===== src/design/accel_sample_fifo_consts.svh =====
// Constants of the acceleration sample buffer: offsets, fields, reset values.
// Assumes inclusion by the buffer design file and its bench only.
// Operation
// RULE1 - Watermark interrupt when unread count equals level
// RULE2 - Zero watermark level never raises interrupt
// RULE3 - Config write flushes buffer, clears flags
// RULE4 - Mode field selects bypass, buffer, stream variants
// RULE5 - Store one frame per 1,2,4,8 samples
// RULE6 - Source field picks all axes or one
// RULE7 - Read bytes keep output register layout, flag
// RULE8 - Burst at read port keeps address fixed
// RULE9 - Partly read frame is discarded whole
// RULE10 - Three axes read X,Y,Z low-high order
// RULE11 - Single axis reads low then high, repeating
// RULE12 - Host only reads the port; writes ignored
// RULE13 - Map bit routes watermark to pin two
// RULE14 - Buffer mode stops full; stream overwrites, overrun
`ifndef ACCEL_SAMPLE_FIFO_CONSTS_SVH
`define ACCEL_SAMPLE_FIFO_CONSTS_SVH
`define ADDR_WATERMARK_CONFIG 8'h3d
`define ADDR_BUFFER_MODE_CONFIG 8'h3e
`define ADDR_BUFFER_READ_PORT 8'h3f
`define WATERMARK_CONFIG_RST 8'h00
`define BUFFER_MODE_CONFIG_RST 8'h00
`define MODE_CFG_WMASK 8'hef
`define MODE_MSB 7
`define MODE_LSB 5
`define IVL_MSB 3
`define IVL_LSB 2
`define SEL_MSB 1
`define SEL_LSB 0
`define MODE_BYPASS 3'h0
`define MODE_BUFFER 3'h1
`define MODE_STREAM_BUFFER 3'h3
`define MODE_BYPASS_STREAM 3'h4
`define MODE_STREAM 3'h6
`define SEL_XYZ 2'h0
`define FRAME_BYTES_XYZ 3'h6
`define FRAME_BYTES_ONE 3'h2
`define BUFFER_DEPTH 32
`define BUFFER_WIDTH 48
`endif


===== src/design/accel_sample_fifo_pkg.sv =====
// Types shared by the acceleration sample buffer and its bench.
// Assumes nothing of its surroundings.
package accel_sample_fifo_pkg;
   // One converted sample, each axis already in output-register byte layout
   typedef struct packed {
      logic [15:0] z;
      logic [15:0] y;
      logic [15:0] x;
   } sample_t;
   // Phase of the two-stage modes, advanced by the trigger event
   typedef enum logic {PH_FIRST, PH_SECOND} phase_t;
endpackage


===== src/design/accel_sample_fifo.sv =====
// Acceleration sample buffer with its register port and a 32-frame store.
// Assumes a serial host interface decoding reads and writes into single
// cycle strobes, and a converter delivering one sample per valid pulse.
`timescale 1ns/100ps
`include "accel_sample_fifo_consts.svh"

// Frame store: flip-flop array, valid/ready on both sides
module frame_store #(
   parameter int WIDTH = `BUFFER_WIDTH,
   parameter int DEPTH = `BUFFER_DEPTH
) (
   // Clock and control
   input  wire logic                       ref_clk_i,
   input  wire logic                       sys_rst_i,
   input  wire logic                       clk_en_i,
   input  wire logic                       flush_i,
   // Fill side
   input  wire logic                       in_valid_i,
   input  wire logic [WIDTH-1:0]           in_data_i,
   output logic                            in_ready_o,
   // Drain side
   output logic                            out_valid_o,
   output logic [WIDTH-1:0]                out_data_o,
   input  wire logic                       out_ready_i,
   output logic [$clog2(DEPTH):0]          count_o
);
   localparam int AW = $clog2(DEPTH);
   logic [WIDTH-1:0] mem_q [DEPTH];
   logic [AW-1:0]    wr_q;
   logic [AW-1:0]    rd_q;
   logic [AW:0]      cnt_q;
   logic             push;
   logic             pop;

   // A pop in the same cycle frees a slot, so a full store still accepts
   assign out_valid_o = (cnt_q != '0);
   assign in_ready_o  = (cnt_q != DEPTH[AW:0]) || out_ready_i;
   assign out_data_o  = mem_q[rd_q];
   assign count_o     = cnt_q;
   assign pop         = out_valid_o && out_ready_i;
   assign push        = in_valid_i && in_ready_o;

   // Pointers and occupancy
   always_ff @(posedge ref_clk_i) begin
      if (sys_rst_i || (clk_en_i && flush_i)) begin
         wr_q  <= '0;
         rd_q  <= '0;
         cnt_q <= '0;
      end else if (clk_en_i) begin
         if (push) wr_q <= wr_q + 1'b1;
         if (pop) rd_q <= rd_q + 1'b1;
         cnt_q <= cnt_q + {{AW{1'b0}}, push} - {{AW{1'b0}}, pop};
      end
   end

   // Storage holds no reset, only written entries are ever read
   always_ff @(posedge ref_clk_i) begin
      if (clk_en_i && push && !flush_i) mem_q[wr_q] <= in_data_i;
   end
endmodule // frame_store

// Top: configuration, subsampling, mode control and the read port
module accel_sample_fifo (
   // Clock, reset, enable
   input  wire logic                           ref_clk_i,
   input  wire logic                           sys_rst_i,
   input  wire logic                           clk_en_i,
   // Register port from the host interface
   input  wire logic [7:0]                     reg_addr_i,
   input  wire logic                           reg_wr_i,
   input  wire logic [7:0]                     reg_wdata_i,
   input  wire logic                           reg_rd_i,
   input  wire logic                           burst_end_i,
   output logic      [7:0]                     reg_rdata_o,
   output logic      [7:0]                     next_addr_o,
   // Sample path and events
   input  wire logic                           sample_valid_i,
   input  wire accel_sample_fifo_pkg::sample_t sample_i,
   input  wire logic                           trigger_i,
   input  wire logic                           watermark_to_pin_two_i,
   // Status toward the interrupt mapping
   output logic                                watermark_int_o,
   output logic                                full_int_o,
   output logic                                overrun_o,
   output logic                                interrupt_pin_two_wm_o,
   output logic      [5:0]                     frame_count_o
);
   logic [7:0]                    watermark_config_q;
   logic [7:0]                    buffer_mode_config_q;
   logic [2:0]                    sub_cnt_q;
   logic [2:0]                    byte_idx_q;
   accel_sample_fifo_pkg::phase_t phase_q;
   logic [2:0]  mode;
   logic [1:0]  ivl;
   logic [1:0]  sel;
   logic [6:0]  watermark_level;
   logic        flush;
   logic        port_rd;
   logic        take;
   logic        store_en;
   logic        stream_like;
   logic        push_valid;
   logic        over;
   logic        rd_pop;
   logic        wm_cond;
   logic [2:0]  last_idx;
   logic [47:0] push_word;
   logic [47:0] head;
   logic        in_ready;
   logic        out_valid;
   logic [5:0]  count;

   // Byte idx of a stored frame, low byte first
   function automatic logic [7:0] frame_byte(input logic [47:0] w, input logic [2:0] i);
      frame_byte = w[{i, 3'h0} +: 8];
   endfunction

   // Field decode
   assign mode            = buffer_mode_config_q[`MODE_MSB:`MODE_LSB];
   assign ivl             = buffer_mode_config_q[`IVL_MSB:`IVL_LSB];
   assign sel             = buffer_mode_config_q[`SEL_MSB:`SEL_LSB];
   assign watermark_level = watermark_config_q[6:0];
   assign flush   = reg_wr_i && ((reg_addr_i == `ADDR_WATERMARK_CONFIG) ||
                                 (reg_addr_i == `ADDR_BUFFER_MODE_CONFIG)); // RULE3
   assign port_rd = reg_rd_i && (reg_addr_i == `ADDR_BUFFER_READ_PORT);

   // Mode behaviour; reserved codes store nothing, like bypass
   always_comb begin
      store_en    = 1'b0;
      stream_like = 1'b0;
      case (mode) // RULE4
         `MODE_BUFFER: store_en = 1'b1;
         `MODE_STREAM_BUFFER: begin
            store_en    = 1'b1;
            stream_like = (phase_q == accel_sample_fifo_pkg::PH_FIRST);
         end
         `MODE_BYPASS_STREAM: begin
            store_en    = (phase_q == accel_sample_fifo_pkg::PH_SECOND);
            stream_like = store_en;
         end
         `MODE_STREAM: begin
            store_en    = 1'b1;
            stream_like = 1'b1;
         end
         default: store_en = 1'b0;
      endcase
   end

   // Frame assembly: all axes, or the chosen one in the low 16 bits
   always_comb begin
      case (sel) // RULE6
         2'h1:    push_word = {32'h0, sample_i.x};
         2'h2:    push_word = {32'h0, sample_i.y};
         2'h3:    push_word = {32'h0, sample_i.z};
         default: push_word = sample_i;
      endcase
   end

   assign take       = sample_valid_i && (sub_cnt_q == 3'h0); // RULE5
   assign push_valid = take && store_en && !flush;
   // Stream full: drop oldest to make room; buffer full: push stalls
   assign over       = push_valid && stream_like && (count == 6'(`BUFFER_DEPTH)); // RULE14
   assign last_idx   = ((sel == `SEL_XYZ) ? `FRAME_BYTES_XYZ : `FRAME_BYTES_ONE) - 3'h1;
   assign rd_pop     = out_valid && ((port_rd && byte_idx_q == last_idx) ||
                                     (burst_end_i && !port_rd && byte_idx_q != 3'h0)); // RULE9
   assign wm_cond    = !flush && (watermark_level != 7'h0) &&
                       ({1'b0, count} == watermark_level); // RULE1 RULE2

   frame_store #(
      .WIDTH (`BUFFER_WIDTH),
      .DEPTH (`BUFFER_DEPTH)
   ) u_store (
      .ref_clk_i   (ref_clk_i),
      .sys_rst_i   (sys_rst_i),
      .clk_en_i    (clk_en_i),
      .flush_i     (flush),
      .in_valid_i  (push_valid),
      .in_data_i   (push_word),
      .in_ready_o  (in_ready),
      .out_valid_o (out_valid),
      .out_data_o  (head),
      .out_ready_i (rd_pop || over),
      .count_o     (count)
   );

   // Configuration registers; the read port takes no writes
   always_ff @(posedge ref_clk_i) begin
      if (sys_rst_i) begin
         watermark_config_q   <= `WATERMARK_CONFIG_RST;
         buffer_mode_config_q <= `BUFFER_MODE_CONFIG_RST;
      end else if (clk_en_i && reg_wr_i) begin
         if (reg_addr_i == `ADDR_WATERMARK_CONFIG)
            watermark_config_q <= {1'b0, reg_wdata_i[6:0]};
         if (reg_addr_i == `ADDR_BUFFER_MODE_CONFIG)
            buffer_mode_config_q <= reg_wdata_i & `MODE_CFG_WMASK;
      end
   end

   // Subsample counter wraps at the chosen interval
   always_ff @(posedge ref_clk_i) begin
      if (sys_rst_i || (clk_en_i && flush)) begin
         sub_cnt_q <= 3'h0;
      end else if (clk_en_i && sample_valid_i) begin
         sub_cnt_q <= (sub_cnt_q + 3'h1) & 3'((4'h1 << ivl) - 4'h1); // RULE5
      end
   end

   // Two-stage modes switch phase on the trigger event
   always_ff @(posedge ref_clk_i) begin
      if (sys_rst_i || (clk_en_i && flush)) begin
         phase_q <= accel_sample_fifo_pkg::PH_FIRST;
      end else if (clk_en_i) begin
         case (phase_q)
            accel_sample_fifo_pkg::PH_FIRST:
               if (trigger_i) phase_q <= accel_sample_fifo_pkg::PH_SECOND;
            default: phase_q <= phase_q;
         endcase
      end
   end

   // Byte position inside the head frame; lost head restarts at byte 0
   always_ff @(posedge ref_clk_i) begin
      if (sys_rst_i || (clk_en_i && (flush || over || rd_pop))) begin
         byte_idx_q <= 3'h0; // RULE9
      end else if (clk_en_i && port_rd && out_valid) begin
         byte_idx_q <= byte_idx_q + 3'h1; // RULE10 RULE11
      end
   end

   // Read data one cycle after the strobe; address held at the read port
   always_ff @(posedge ref_clk_i) begin
      if (sys_rst_i) begin
         reg_rdata_o <= 8'h00;
         next_addr_o <= 8'h00;
      end else if (clk_en_i && reg_rd_i) begin
         next_addr_o <= port_rd ? reg_addr_i : reg_addr_i + 8'h01; // RULE8
         case (reg_addr_i)
            `ADDR_WATERMARK_CONFIG:   reg_rdata_o <= watermark_config_q;
            `ADDR_BUFFER_MODE_CONFIG: reg_rdata_o <= buffer_mode_config_q;
            `ADDR_BUFFER_READ_PORT:
               reg_rdata_o <= out_valid ? frame_byte(head, byte_idx_q) : 8'h00; // RULE7
            default: reg_rdata_o <= 8'h00;
         endcase
      end
   end

   // Status flags; overrun is sticky until a configuration write
   always_ff @(posedge ref_clk_i) begin
      if (sys_rst_i) begin
         watermark_int_o        <= 1'b0;
         full_int_o             <= 1'b0;
         overrun_o              <= 1'b0;
         interrupt_pin_two_wm_o <= 1'b0;
         frame_count_o          <= 6'h00;
      end else if (clk_en_i) begin
         watermark_int_o        <= wm_cond; // RULE1 RULE2
         full_int_o             <= !flush && (count == 6'(`BUFFER_DEPTH)); // RULE3
         overrun_o              <= over || (overrun_o && !flush); // RULE14 RULE3
         interrupt_pin_two_wm_o <= watermark_to_pin_two_i && wm_cond; // RULE13
         frame_count_o          <= count;
      end
   end
endmodule // accel_sample_fifo


===== config.mk =====
export PLATFORM = sky130hd
export DESIGN_NAME = accel_sample_fifo
export DESIGN_NICKNAME = d
export VERILOG_FILES = /design/src/design/accel_sample_fifo_pkg.sv /design/src/design/accel_sample_fifo.sv
export VERILOG_INCLUDE_DIRS = /design/src /design/src/design
export SDC_FILE = /design/constraint.sdc
export NUM_CORES = 1
export LEC_CHECK = 0
export BUFFER_PORTS_ARGS = -buffer_cell sky130_fd_sc_hd__buf_2
export CAP_MARGIN = 20
export CORE_ASPECT_RATIO = 0.75
export CORE_MARGIN = 10
export CORE_UTILIZATION = 28
export DETAILED_ROUTE_END_ITERATION = 12
export SLEW_MARGIN = 5
export SYNTH_ARGS = -nofsm -noshare
export SYNTH_HDL_FRONTEND = slang
export SYNTH_SLANG_ARGS = --single-unit

===== constraint.sdc =====
create_clock -name ref_clk_i -period 11.4 [get_ports ref_clk_i]
set_clock_uncertainty 0.2 [all_clocks]
set_input_delay 0.57 -clock ref_clk_i [delete_from_list [all_inputs] [get_ports ref_clk_i]]
set_output_delay 0.57 -clock ref_clk_i [all_outputs]
set_load 0.02 [all_outputs]

==> impl_metrics.json <==
{
  "status": "finished clean",
  "post_synthesis_sequential_area_ratio_pct": 75.40,
  "num_vias": 32230,
  "setup.worst_path.class": "input pin to flip-flop",
  "min_period_over_period_pct": 48.09,
  "globalRouteMet3Util_pct": 5.534,
  "total_routing_usage_gr_pct": 14.48,
  "cts_tree": "done",
  "synth_enable_flop_cells": 1536,
  "highest_clock_rate_ghz": 0.1824,
  "ctsHtreeMaxLevel": 4,
  "port_buffers": 98,
  "detailed_routing_iterations_pass_1": 6,
  "switching_component_of_the_power_mw": 2.404,
  "clk-insertion-delay-late_ps": 810,
  "floorplan.initialDensity_pct": 28.20,
  "logic_pwr_share_pct": 1.9,
  "synth.lib_cells_used.distinct": 69,
  "min-delay-start": "sample_i[6]",
  "post_drt_via_cell_ratio": 5.094,
  "cts-buffers-inserted": 149,
  "leakagePower_nw": 22.13,
  "post_layout_nonfiller_instances": 6326,
  "post-route-min-period_ps": 5482,
  "syn_area_sq_um": 62980,
  "cts.reportedPaths.clkPinSlew_ps": 60,
  "start_kind": "input pin",
  "grt.busiest_layer": "met2",
  "global_route.usage.met2_pct": 21.10,
  "cells_traversed_along_the_worst_timing_path": "dlygate4sd3_1, buf_2, nor2_1, nand4_1, mux2_2, o21ai_1, nand3_1, nor2_4, buf_4",
  "design.portCount": 99,
  "hold_ws_ps": 47.83,
  "die-area_sq_um": 244500,
  "nets": 3332,
  "sequential_cell_area_sq_um": 47510,
  "finalSetupViolations": 0,
  "startpoint": "reg_addr_i[6]",
  "area.growth.synth_to_final_pct": 15.91,
  "multiInputGateArea_sq_um": 14810,
  "ys_ff_latch": 1604,
  "vdd_drop_max_uv": 169.6,
  "timing.critical_path.slowest_cell_delay_ps": 1000,
  "tightest_hold_check_type": "input pin to flip-flop",
  "drt_iter0_markers": 4248,
  "critical_path.endpoint_type": "flip-flop",
  "drt_wl_total_mm": 182.4,
  "largest_buffer_count_on_any_clock_path": 3,
  "chipHeight_um": 430.7,
  "worst_slew_margin_rel_pct": 14.16,
  "p_clk_share_pct": 43.2,
  "core_area_sq_um": 223300,
  "cp_data_arrival_time_ps": 5700,
  "timing.rr.start": "byte_idx_q[0]$_SDFFE_PP0P_",
  "syn_inst": 3020,
  "die_w_um": 567.6,
  "share_of_final_layout_standard_cells_stronger_than_drive_strength_1_pct": 27.55,
  "cell_internal_pwr_mw": 9.355,
  "synth.yosys.warnings": 0,
  "timing.critical_path.required_ps": 11620,
  "syn-mean-instance-area_sq_um": 20.85,
  "ys_dominant_reg_cell": "sky130_fd_sc_hd__edfxtp_1",
  "wire_per_inst_um": 28.84,
  "antenna_found_initial": 4,
  "place.detailed.hpwl_mm": 109.5,
  "seq_power_share_pct": 54.9,
  "finalWeightedCongestion": 0.8362,
  "grt_util_met1_pct": 20.08,
  "postRouteAntennaNets": 0,
  "finalSetupTns_ps": 0,
  "placedCellCount": 6019,
  "clock_sink_count": 1604,
  "grt_setup_unrepaired": "no",
  "gr-total-overflow": 0,
  "grt_max_degree": 119,
  "global_route_wire_length_before_repair_mm": 254.7,
  "detail_route.drc_violations": 0,
  "fillerInstances": 21050,
  "power-per-cell-area_nw_per_um2": 161.1,
  "cp_slowest_cell": "sky130_fd_sc_hd__nor2_4",
  "cts.root.buffer_cell": "sky130_fd_sc_hd__clkbuf_16",
  "synthesis.nets": 3116,
  "worstPathMaxFanout": 30,
  "finalHoldViolations": 0,
  "first_global_vias": 31900,
  "finalMaxSlewViolations": 0,
  "placementRows": 150,
  "p_sw_share_pct": 20.44,
  "tightest_slew_ps": 1288,
  "cap_viol_max_count": 0,
  "ys_async_sr_fraction_pct": 0
}
-- cells in the mapped netlist (8+ instances only) --
master,number,area [sq um]
sky130_fd_sc_hd__edfxtp_1,1536,46120
sky130_fd_sc_hd__mux4_2,406,9144
sky130_fd_sc_hd__nor2_1,128,480.5
sky130_fd_sc_hd__mux2i_1,105,1051
sky130_fd_sc_hd__nand2_1,97,364.1
sky130_fd_sc_hd__dfxtp_1,68,1361
sky130_fd_sc_hd__a21oi_1,57,285.3
sky130_fd_sc_hd__buf_2,57,285.3
sky130_fd_sc_hd__clkbuf_1,50,187.7
sky130_fd_sc_hd__and2_1,42,262.8
sky130_fd_sc_hd__inv_1,34,127.6
sky130_fd_sc_hd__nand3_1,34,170.2
sky130_fd_sc_hd__a211oi_1,32,240.2
sky130_fd_sc_hd__mux2_2,25,281.5
sky130_fd_sc_hd__buf_4,24,180.2
sky130_fd_sc_hd__ha_1,22,275.3
sky130_fd_sc_hd__nand4_1,22,137.6
sky130_fd_sc_hd__nor2b_1,22,137.6
sky130_fd_sc_hd__buf_1,18,67.56
sky130_fd_sc_hd__o22ai_1,18,112.6
sky130_fd_sc_hd__o21ai_0,17,85.08
sky130_fd_sc_hd__nor3_1,13,65.06
sky130_fd_sc_hd__a22oi_1,12,90.09
sky130_fd_sc_hd__a31oi_1,12,75.07
sky130_fd_sc_hd__buf_6,12,135.1
sky130_fd_sc_hd__nand2b_1,11,68.82
sky130_fd_sc_hd__o221ai_1,11,96.34
sky130_fd_sc_hd__a311oi_1,10,87.58
sky130_fd_sc_hd__xor2_1,10,87.58
sky130_fd_sc_hd__nor4_1,9,56.30
sky130_fd_sc_hd__a2111oi_0,8,70.07
sky130_fd_sc_hd__or3_1,8,50.05
sky130_fd_sc_hd__xnor2_1,8,70.07
-- power by group through the flow --
stage,Combinational (mW),Clock (mW),Sequential (mW)
6_report,0.220,5.08,6.46
5_1_grt,0.237,5.39,6.45
4_1_cts,0.210,5.16,6.46
3_5_place_dp,0.207,0,6.58
3_3_place_gp,0.189,0,6.59
2_1_floorplan,0.0872,0,6.59
-- layout by cell type (no fill, tap or decap), types with 15 or more instances in the layout --
cell type / instances
sky130_fd_sc_hd__mux2_2: 25
sky130_fd_sc_hd__mux2i_1: 105
sky130_fd_sc_hd__o21ai_0: 17
sky130_fd_sc_hd__buf_8: 19
sky130_fd_sc_hd__clkinv_1: 32
sky130_fd_sc_hd__nand3_1: 34
sky130_fd_sc_hd__and2_1: 42
sky130_fd_sc_hd__bufinv_16: 15
sky130_fd_sc_hd__dfxtp_1: 61
sky130_fd_sc_hd__nor2_4: 32
sky130_fd_sc_hd__buf_4: 78
sky130_fd_sc_hd__mux4_2: 406
sky130_fd_sc_hd__nand2_1: 97
sky130_fd_sc_hd__nor2b_1: 21
sky130_fd_sc_hd__clkinv_2: 24
sky130_fd_sc_hd__buf_2: 98
sky130_fd_sc_hd__nand4_1: 22
sky130_fd_sc_hd__edfxtp_1: 1536
sky130_fd_sc_hd__a21oi_1: 42
sky130_fd_sc_hd__inv_1: 32
sky130_fd_sc_hd__a211oi_1: 32
sky130_fd_sc_hd__clkbuf_16: 151
sky130_fd_sc_hd__o22ai_1: 18
sky130_fd_sc_hd__nor2_1: 96
sky130_fd_sc_hd__ha_1: 22
sky130_fd_sc_hd__clkbuf_1: 29
-- flip-flops by register name, summed over array words and instances (netlist names), 3 cells and up, named ones only --
name / flops
buffer_mode_config_q: 7
byte_idx_q: 3
frame_count_o: 6
next_addr_o: 8
reg_rdata_o: 8
sub_cnt_q: 3
u_store.count_o: 6
u_store.mem_q: 1536
u_store.rd_q: 5
u_store.wr_q: 5
watermark_config_q: 7
-- worst paths after layout --
kind / end / slack [ps] / cells past startpoint
max: u_store.mem_q[14][21]$_DFFE_PP_ / 5920 / 9
min: u_store.mem_q[4][6]$_DFFE_PP_ / 50 / 3
max reg2reg: u_store.mem_q[14][21]$_DFFE_PP_ / 6290 / 9
min reg2reg: next_addr_o[1]$_SDFFE_PP0P_ / 260 / 2
-- critical path, delay by kind of cell --
family	cells	cell delay, ps
AOI/OAI and AO/OA	1	440
buffers and inverters	3	1500
muxes	1	450
and+or+nand+nor	4	2660
-- layout make-up --
class / instances / share of cell area, %
tap: 2964 / 5.081
clock buffer: 188 / 5.465
multi-input combinational: 1216 / 20.29
inverter: 39 / 0.2074
sequential: 1604 / 65.08
timing repair buffer: 226 / 2.561
clock inverter: 85 / 1.301
antenna: 4 / 0.01371
-- kinds of logic after synthesis --
group | synth area share, %
compound gates | 2.478
xor+xnor | 0.2503
mux | 16.64
flops | 75.40
buf+inv | 1.591
simple gates | 3.173
fa+ha+maj | 0.4689
-- routing by layer --
layer  vias to the layer above  wire [um]  share of wire (%)
met2                      1663      79800                 44
met1                     17290      76550                 42
li1                      13020          -                  -
met3                       259      20980                 11
met5                         -          0                  0
met4                         0       5108                2.8
-- what timing repair did --
item	CTS	global route
setup buffers	0	0
gates resized for setup	0	0
hold endpoints to repair	19	0
hold buffers	13	0
-- stage by stage --
stage	total power [mW]	cell area, sq um	worst slack [ps]	utilization [%]
2_1_floorplan	6.675	62980	6718	-
3_3_place_gp	6.775	67320	5529	30.14
3_5_place_dp	6.791	67630	5515	30.28
4_1_cts	11.82	72690	5970	32.55
5_1_grt	12.08	72990	5692	32.68
6_report	11.76	72990	5918	32.68
No activity file was read; power rests on OpenSTA's default activity.
